<file path="src/hw/mms_pkg.sv">
// Package with constants and types for the monitor output mux sequencer
// =============================================
package mms_pkg;

  // =============================================
  // Register map
  localparam logic [7:0] REG_CHAN_EN    = 8'h04;
  localparam logic [7:0] REG_SKIP       = 8'h05;
  localparam logic [7:0] REG_ALT        = 8'h06;
  localparam logic [7:0] REG_TIMEOUT    = 8'h0F;
  localparam logic [7:0] REG_STATUS     = 8'h30;
  localparam logic [7:0] CHAN_EN_RESET  = 8'h0F;
  localparam logic [7:0] SKIP_RESET     = 8'h00;
  localparam logic [7:0] ALT_RESET      = 8'h00;
  localparam logic [7:0] TIMEOUT_RESET  = 8'h00;

  // =============================================
  // Field positions
  localparam int CHAN_COUNT     = 4;
  localparam int AUX_CURRENT_MONITOR_INPUT_ONE_BIT  = 4;
  localparam int AUX_CURRENT_MONITOR_INPUT_TWO_BIT  = 5;
  localparam int AUX_GND_BIT    = 6;
  localparam int ALT_BIT        = 7;
  localparam int TIMEOUT_OFF_BIT = 7;
  localparam int SKIP_LSB       = 4;
  localparam int TRAIL_LSB      = 0;

  // =============================================
  // Slot codes
  localparam int SLOT_COUNT     = 11;
  localparam logic [3:0] SLOT_CURRENT_MONITOR_INPUT_ONE = 4'h8;
  localparam logic [3:0] SLOT_CURRENT_MONITOR_INPUT_TWO = 4'h9;
  localparam logic [3:0] SLOT_GND   = 4'hA;

  // =============================================
  // Timing
  localparam int CLK_PERIOD_NS  = 10;
  localparam int TIMEOUT_US     = 45;
  localparam int TIMEOUT_CYCLES = (TIMEOUT_US * 1000 + CLK_PERIOD_NS - 1) / CLK_PERIOD_NS;

  // =============================================
  // Types
  typedef enum logic [1:0] {
    MMS_START,
    MMS_SKIP,
    MMS_OWN,
    MMS_TRAIL
  } mms_phase_type;

  typedef enum logic [1:0] {
    MMS_E_PASS,
    MMS_E_OWN,
    MMS_E_TRAIL,
    MMS_E_END
  } mms_entry_type;

  typedef struct packed {
    logic          fin;
    mms_phase_type ph;
    logic [3:0]    cnt;
    logic [3:0]    slot;
    logic          rev;
  } mms_pos_type;

endpackage

</file>
<file path="src/hw/mms_sequencer.sv">
// Monitor output mux sequencer with its register port
`timescale 1ns/100ps
module mms_sequencer #(
  parameter int TIMEOUT = mms_pkg::TIMEOUT_CYCLES
) (
  // Clock and reset
  input  wire logic        clk,
  input  wire logic        arst_n,
  // Register port
  input  wire logic [7:0]  regAddr,
  input  wire logic [7:0]  regWdata,
  input  wire logic        regWrite,
  input  wire logic        regRead,
  output logic      [7:0]  regRdata,
  // Pins
  input  wire logic        slotAdvancePin,
  input  wire logic        enableN,
  input  wire logic        enableFloat,
  // Differential output control
  output logic             diffOutEn,
  output logic      [3:0]  slotIndex,
  output logic             slotReversed
);
  import mms_pkg::*;

  // =============================================
  // Registers
  logic [7:0] chanEn;
  logic [7:0] skipReg;
  logic [7:0] altReg;
  logic [7:0] timeoutReg;
  logic [7:0] sChanEn;
  logic [7:0] sSkip;
  logic       sAlt;

  mms_phase_type phase;
  logic [3:0]    cnt;
  mms_pos_type   next_pos;
  mms_pos_type   walkLive;
  mms_pos_type   walkShadow;
  logic          advance;
  logic          restart;
  logic          functional;

  always_ff @(posedge clk or negedge arst_n) begin
    if (!arst_n) begin
      chanEn     <= CHAN_EN_RESET;
      skipReg    <= SKIP_RESET;
      altReg     <= ALT_RESET;
      timeoutReg <= TIMEOUT_RESET;
    end else if (regWrite) begin
      unique case (regAddr)
        REG_CHAN_EN: chanEn     <= regWdata;
        REG_SKIP:    skipReg    <= regWdata;
        REG_ALT:     altReg     <= regWdata;
        REG_TIMEOUT: timeoutReg <= regWdata;
        default: ;
      endcase
    end
  end

  // Read data stand only in the cycle after the read strobe
  always_ff @(posedge clk or negedge arst_n) begin
    if (!arst_n) begin
      regRdata <= 8'h00;
    end else if (regRead) begin
      unique case (regAddr)
        REG_CHAN_EN: regRdata <= chanEn;
        REG_SKIP:    regRdata <= skipReg;
        REG_ALT:     regRdata <= altReg;
        REG_TIMEOUT: regRdata <= timeoutReg;
        REG_STATUS:  regRdata <= {slotReversed, phase, diffOutEn, slotIndex};
        default:     regRdata <= 8'h00;
      endcase
    end else begin
      regRdata <= 8'h00;
    end
  end

  // =============================================
  // Slot selection
  function automatic logic [SLOT_COUNT-1:0] slotMask(input logic [7:0] en);
    logic [SLOT_COUNT-1:0] m;
    m = '0;
    for (int i = 0; i < CHAN_COUNT; i++) begin
      m[2*i]   = en[i];
      m[2*i+1] = en[i];
    end
    m[SLOT_CURRENT_MONITOR_INPUT_ONE] = en[AUX_CURRENT_MONITOR_INPUT_ONE_BIT];
    m[SLOT_CURRENT_MONITOR_INPUT_TWO] = en[AUX_CURRENT_MONITOR_INPUT_TWO_BIT];
    m[SLOT_GND]   = en[AUX_GND_BIT];
    return m;
  endfunction

  // Lowest enabled slot at or above the start index
  function automatic logic [4:0] firstFrom(input logic [SLOT_COUNT-1:0] m, input logic [4:0] from);
    logic [4:0] r;
    r = 5'h00;
    for (int i = SLOT_COUNT - 1; i >= 0; i--) begin
      if (m[i] && 5'(i) >= from) begin
        r = {1'b1, 4'(i)};
      end
    end
    return r;
  endfunction

  // Walks from an entry point to the next position that consumes a pulse
  function automatic mms_pos_type walk(input mms_entry_type entry, input logic [7:0] en,
                                       input logic [7:0] skip, input logic alt,
                                       input logic rev, input logic [4:0] from);
    mms_pos_type   p;
    mms_entry_type e;
    logic          busy;
    logic [4:0]    pick;
    p    = '{fin: 1'b0, ph: MMS_START, cnt: 4'h0, slot: 4'h0, rev: rev};
    e    = entry;
    busy = 1'b1;
    pick = 5'h00;
    for (int k = 0; k < 8; k++) begin
      if (busy) begin
        unique case (e)
          MMS_E_PASS: begin
            if (skip[7:SKIP_LSB] != 4'h0) begin
              p.ph  = MMS_SKIP;
              p.cnt = 4'h1;
              busy  = 1'b0;
            end else begin
              e = MMS_E_OWN;
            end
          end
          MMS_E_OWN: begin
            // The reversed pass starts again at the lowest slot
            pick = firstFrom(slotMask(en), (e == entry && p.rev == rev) ? from : 5'h00);
            if (pick[4]) begin
              p.ph   = MMS_OWN;
              p.slot = pick[3:0];
              busy   = 1'b0;
            end else begin
              e = MMS_E_TRAIL;
            end
          end
          MMS_E_TRAIL: begin
            if (skip[TRAIL_LSB+3:TRAIL_LSB] != 4'h0) begin
              p.ph  = MMS_TRAIL;
              p.cnt = 4'h1;
              busy  = 1'b0;
            end else begin
              e = MMS_E_END;
            end
          end
          MMS_E_END: begin
            if (alt && !p.rev) begin
              p.rev = 1'b1;
              e     = MMS_E_PASS;
            end else begin
              p.fin = 1'b1;
              busy  = 1'b0;
            end
          end
        endcase
      end
    end
    return p;
  endfunction

  // =============================================
  // Sequencer
  assign functional = !enableN && !enableFloat;

  always_comb begin
    walkLive   = walk(MMS_E_PASS, chanEn, skipReg, altReg[ALT_BIT], 1'b0, 5'h00);
    walkShadow = '{fin: 1'b1, ph: MMS_START, cnt: 4'h0, slot: 4'h0, rev: 1'b0};
    unique case (phase)
      MMS_START: walkShadow.fin = 1'b1;
      MMS_SKIP: begin
        if (cnt < sSkip[7:SKIP_LSB]) begin
          walkShadow = '{fin: 1'b0, ph: MMS_SKIP, cnt: cnt + 4'h1, slot: slotIndex, rev: slotReversed};
        end else begin
          walkShadow = walk(MMS_E_OWN, sChanEn, sSkip, sAlt, slotReversed, 5'h00);
        end
      end
      MMS_OWN: begin
        walkShadow = walk(MMS_E_OWN, sChanEn, sSkip, sAlt, slotReversed, {1'b0, slotIndex} + 5'h01);
      end
      MMS_TRAIL: begin
        if (cnt < sSkip[TRAIL_LSB+3:TRAIL_LSB]) begin
          walkShadow = '{fin: 1'b0, ph: MMS_TRAIL, cnt: cnt + 4'h1, slot: slotIndex, rev: slotReversed};
        end else begin
          walkShadow = walk(MMS_E_END, sChanEn, sSkip, sAlt, slotReversed, 5'h00);
        end
      end
    endcase
    next_pos = walkShadow.fin ? walkLive : walkShadow;
  end

  mms_select_watch #(
    .TIMEOUT (TIMEOUT)
  ) u_watch (
    .clk            (clk),
    .arst_n         (arst_n),
    .slotAdvancePin (slotAdvancePin),
    .enableN        (enableN),
    .timeoutOn      (!timeoutReg[TIMEOUT_OFF_BIT]),
    .advance        (advance),
    .restart        (restart)
  );

  always_ff @(posedge clk or negedge arst_n) begin
    if (!arst_n) begin
      phase        <= MMS_START;
      cnt          <= 4'h0;
      slotIndex    <= 4'h0;
      slotReversed <= 1'b0;
    end else if (!functional || restart) begin
      phase        <= MMS_START;
      cnt          <= 4'h0;
      slotIndex    <= 4'h0;
      slotReversed <= 1'b0;
    end else if (advance) begin
      phase        <= next_pos.fin ? MMS_START : next_pos.ph;
      cnt          <= next_pos.cnt;
      slotIndex    <= next_pos.slot;
      slotReversed <= next_pos.rev;
    end
  end

  // Configuration is latched only when a new select cycle begins
  always_ff @(posedge clk or negedge arst_n) begin
    if (!arst_n) begin
      sChanEn <= CHAN_EN_RESET;
      sSkip   <= SKIP_RESET;
      sAlt    <= 1'b0;
    end else if (functional && !restart && advance && walkShadow.fin) begin
      sChanEn <= chanEn;
      sSkip   <= skipReg;
      sAlt    <= altReg[ALT_BIT];
    end
  end

  assign diffOutEn = functional && (phase == MMS_OWN);

endmodule // mms_sequencer

</file>
<file path="src/hw/mms_select_watch.sv">
// Select line edge detector, restart timeout and enable toggle detector
`timescale 1ns/100ps
module mms_select_watch #(
  parameter int TIMEOUT = mms_pkg::TIMEOUT_CYCLES
) (
  // Clock and reset
  input  wire logic clk,
  input  wire logic arst_n,
  // Pins
  input  wire logic slotAdvancePin,
  input  wire logic enableN,
  // Control
  input  wire logic timeoutOn,
  // Events
  output logic      advance,
  output logic      restart
);
  import mms_pkg::*;

  localparam int CW = $clog2(TIMEOUT + 1);

  logic          selPrev;
  logic          enPrev;
  logic [CW-1:0] stableCnt;
  logic          selChange;

  assign selChange = slotAdvancePin != selPrev;
  assign advance   = slotAdvancePin & ~selPrev;

  always_ff @(posedge clk or negedge arst_n) begin
    if (!arst_n) begin
      selPrev <= 1'b0;
      // Idle level of the enable is low, so no false restart follows reset
      enPrev  <= 1'b0;
    end else begin
      selPrev <= slotAdvancePin;
      enPrev  <= enableN;
    end
  end

  // Counts cycles at a steady select level, saturating once fired
  always_ff @(posedge clk or negedge arst_n) begin
    if (!arst_n) begin
      stableCnt <= '0;
    end else if (selChange) begin
      stableCnt <= '0;
    end else if (stableCnt != CW'(TIMEOUT)) begin
      stableCnt <= stableCnt + CW'(1);
    end
  end

  assign restart = (timeoutOn && !selChange && stableCnt >= CW'(TIMEOUT - 1))
                   || (enableN != enPrev);

endmodule // mms_select_watch

</file>
<file path="config.mk">
export PLATFORM = sky130hd
export DESIGN_NAME = mms_sequencer
export DESIGN_NICKNAME = d
export VERILOG_FILES = /design/src/hw/mms_pkg.sv /design/src/hw/mms_sequencer.sv /design/src/hw/mms_select_watch.sv
export SDC_FILE = /design/constraint.sdc
export NUM_CORES = 1
export LEC_CHECK = 0
export BUFFER_PORTS_ARGS = -buffer_cell sky130_fd_sc_hd__buf_4
export CORE_MARGIN = 3
export CORE_UTILIZATION = 55
export DETAILED_ROUTE_END_ITERATION = 12
export GPL_ROUTABILITY_DRIVEN = 0
export PLACE_DENSITY = 0.75
export SLEW_MARGIN = 20
export SYNTH_ARGS = -nofsm -noshare
export SYNTH_HDL_FRONTEND = slang
export SYNTH_HIERARCHICAL = 1
export SYNTH_SLANG_ARGS = --single-unit
</file>
<file path="constraint.sdc">
create_clock -name clk -period 3.2 [get_ports clk]
set_clock_uncertainty 0.2 [all_clocks]
set_input_delay 0.16 -clock clk [delete_from_list [all_inputs] [get_ports clk]]
set_output_delay 0.16 -clock clk [all_outputs]
set_load 0.005 [all_outputs]
</file>
==> key figures <==
Logic synthesis
  – Mapped Cells: 505
  – Seq/Total Area, Yosys: 40.7%
  – Mapped Avg Cell Area: 10.0 um2
  – YS warnings: 6
  – Cell taking the most area after synthesis: dfrtp_1
  – Cell variety after synth: 81
  – #FFs+latches synth: 82
  – Most used DFF post-synth: dfrtp_1
  – Yosys top cell area share: 36.5%
  – Post-Syn Area: 0.00507 mm2
  – Number of enable flip-flop cells after synthesis: 0
  – Synth area leaders: dfrtp_1, mux2_2, dfstp_2
  – Asr flop ratio synth: 100%
  – Synth Net Count: 541

Worst setup path
  – Worst reg-to-reg path cell count: 11
  – Worst setup EP type: register
  – WP data required: 3.28 ns
  – Crit Path Class: reg -> reg
  – Crit Path Max Fanout: 7
  – Element type at the critical path start: register
  – Critical Path AT: 3.27 ns

Final layout
  – Area Growth Syn to Fin: 19.7%
  – Fill cells: 664
  – Number of diodes: 0
  – Core Util, Final: 68.6%
  – Final net count: 617
  – Final cell count without fillers: 694
  – Most frequent cells in the layout: buf_4, dfrtp_1, mux2_2
  – Most common cell after layout, fill and taps aside: buf_4
  – Share of cells above drive strength 1: 31.9%

Global route
  – Initial antenna violation count: 0
  – First-pass GRT wire length: 21.6 mm
  – Vias in the first global route: 4365
  – Pin count of the biggest net entering global routing: 83
  – Total congestion overflow: 0
  – GRT Overall Usage: 26.1%

Detailed routing
  – Iteration-0 DRC count of the detailed router: 404
  – Routed len/inst: 19.4 um
  – TritonRoute pass-1 iters: 5
  – Final WL: 13.5 mm
  – Detail-routed via count per cell: 6.62
  – Post-route ant nets: 0
  – Remaining DRCs: 0
  – Vias: 4593

Power
  – Pwr Density: 383 mW/mm2
  – VDD IR max: 0.309 mV
  – Leakage power: 2.64 nW

Floorplanning
  – IO Pins: 37
  – Die height: 102 um
  – Initial Utilization: 57.3%
  – CORE AREA: 0.00885 mm2
  – DIE AREA: 0.0104 mm2
  – Cell Rows: 34
  – Die Width: 102 um

Place
  – Detailed placer's ending HPWL: 9.44 mm
  – Port Buf Inserts: 36
  – Inst Count DP: 661

STA
  – F_max: 0.313 GHz
  – Final min period: 3.19 ns
  – Slew @ Worst Pin: 0.758 ns
  – Final period utilization: 99.7%
  – Final hold vios: 0
  – Rel. slew slack: 49.1%
  – Final setup violation count: 0
  – RSZ-0062 raised after global routing: true
  – Max-slew violation count: 0

Clock tree
  – Clk slew on worst S/H paths: 0.09 ns
  – CTS tree: built
  – Cts bufs inserted: 9
  – H-tree levels: 3
  – Worst skew pair latency: 0.36 ns
  – Root Driver: clkbuf_8
  – CTS max path bufs: 2
  – TritonCTS sink count: 82

Worst hold path
  – Min-delay worst type: in -> reg
  – Hold Crit Depth: 5

Outcome
  – Status: complete, no violations

Flow run
  – Max Cap Viol: 0
-- final cells by class --
cell class / instances / area (um2) / share of cell area [%]
Timing Repair Buffer: 87 / 714 / 11.8
Inverter: 20 / 75.1 / 1.24
Clock inverter: 7 / 76.3 / 1.26
Multi-Input combinational cell: 381 / 2880 / 47.4
Clock buffer: 9 / 124 / 2.04
Sequential cell: 82 / 2060 / 34.0
Tap cell: 108 / 135 / 2.23
-- worst paths after layout --
path	start	end	slack, ns
setup / recovery	slotIndex[1]$_DFFE_PN0P_	slotIndex[1]$_DFFE_PN0P_	0.01
hold / removal	enableFloat	phase[1]$_DFFE_PN0P_	0.03
setup reg to reg	slotIndex[1]$_DFFE_PN0P_	slotIndex[1]$_DFFE_PN0P_	0.01
hold reg to reg	chanEn[7]$_DFFE_PN0P_	chanEn[7]$_DFFE_PN0P_	0.31
max in group asynchronous	arst_n	slotIndex[0]$_DFFE_PN0P_	2.05
min in group asynchronous	arst_n	cnt[0]$_DFFE_PN0P_	0.19
-- Yosys cell counts, types with 3 or more instances --
cell        n
a222oi_1    8
buf_6       3
mux2i_1     4
o211ai_1    8
nor2_1     30
o21ai_0    24
or3_1       6
buf_2       8
inv_1      19
xnor2_1     3
or4_1       7
mux2_2     38
a31o_2      3
dfstp_2     8
a2bb2oi_1   4
clkbuf_1    7
nand2b_1    4
and2_1      3
nand4_1     7
nand3_1    13
a21o_1      4
ha_1       13
o21a_1      3
a221o_1     4
a22oi_1     9
nor4_1     11
buf_4       4
o31ai_1     6
nand2_1    37
nor3_1     17
dfrtp_1    74
nor2b_1     3
a21oi_1    31
a211oi_1    5
mux2_4     10
a31oi_1     6
and3_1      3
a311oi_1    4
-- logic make-up (layout without fill, tap and decap cells) --
| kind of cell | after synthesis | after routing | share of synthesized area [%] |
|---|---|---|---|
| compound gates | 148 | 148 | 21.1 |
| mux | 52 | 52 | 12.2 |
| xor+xnor | 4 | 4 | 0.691 |
| simple gates | 164 | 164 | 18.1 |
| buf+inv | 42 | 123 | 4.05 |
| fa+ha+maj | 13 | 13 | 3.21 |
| flops | 82 | 82 | 40.7 |
-- repair_timing --
| item | 4_1_cts | 5_1_grt |
|---|---|---|
| hold buffers | 11 | 0 |
| buffers inserted | 0 | 5 |
| endpoints found under the setup margin | 1 | 23 |
| pin swaps | 0 | 6 |
| hold endpoints to repair | 108 | 0 |
| gates cloned | 0 | 1 |
| resized for setup | 2 | 14 |
-- metrics by stage --
| stage | cell area (um2) | hold slack (ns) | total power (W) | setup TNS (ns) | worst slack [ns] |
|---|---|---|---|---|---|
| final | 6070 | 0.0314 | 0.00232 | 0 | 0.00971 |
| after detailed placement | 5630 | 0.0832 | 0.00152 | 0 | 0.0178 |
| after CTS | 5950 | 0.0168 | 0.00230 | 0 | 0.000253 |
| after global placement | 5630 | 0.0846 | 0.00151 | 0 | 0.0888 |
| after global routing | 6070 | 0.0575 | 0.00243 | -0.199 | -0.116 |
| after floorplan | 5100 | -0.336 | 0.00139 | 0 | 0.00530 |
-- sequential cells by signal, summed over array words and instances (netlist names) --
name and count:
cnt 4, sAlt 1, slotIndex 4, regRdata 8
altReg 8, u_watch/enPrev 1, slotReversed 1, sSkip 8
u_watch/selPrev 1, phase 2, timeoutReg 8, skipReg 8
chanEn 8, sChanEn 7, u_watch/stableCnt 13
-- critical path, stage by stage (launching register included) --
cell and delay, ns:
dfrtp_2 0.46, inv_2 0.08, ha_4 0.20, or3_1 0.34
o22a_2 0.21, a22oi_2 0.28, buf_4 0.17, nand3_2 0.16
o211ai_1 0.37, o21ai_0 0.17, a311oi_1 0.30, a2bb2oi_1 0.17
-- routing by layer --
metal  up-vias  share of wire [%]  routed length, um  global-route usage (%)
met5         -                  0                  0                       0
li1       2110                  -                  -                       -
met4         0                1.9                255                    7.57
met1      2232                 42               5600                    36.1
met3        27                8.3               1120                    5.60
met2       224                 48               6500                    41.7
-- power breakdown --
group	internal [W]	switching [W]	total [W]	leakage (nW)
clock	0.000366	0.000404	0.000770	0.0962
combinational	0.000204	0.000232	0.000436	1.45
sequential	0.00108	0.0000431	0.00112	1.10
(Power assumes the default switching activity.)
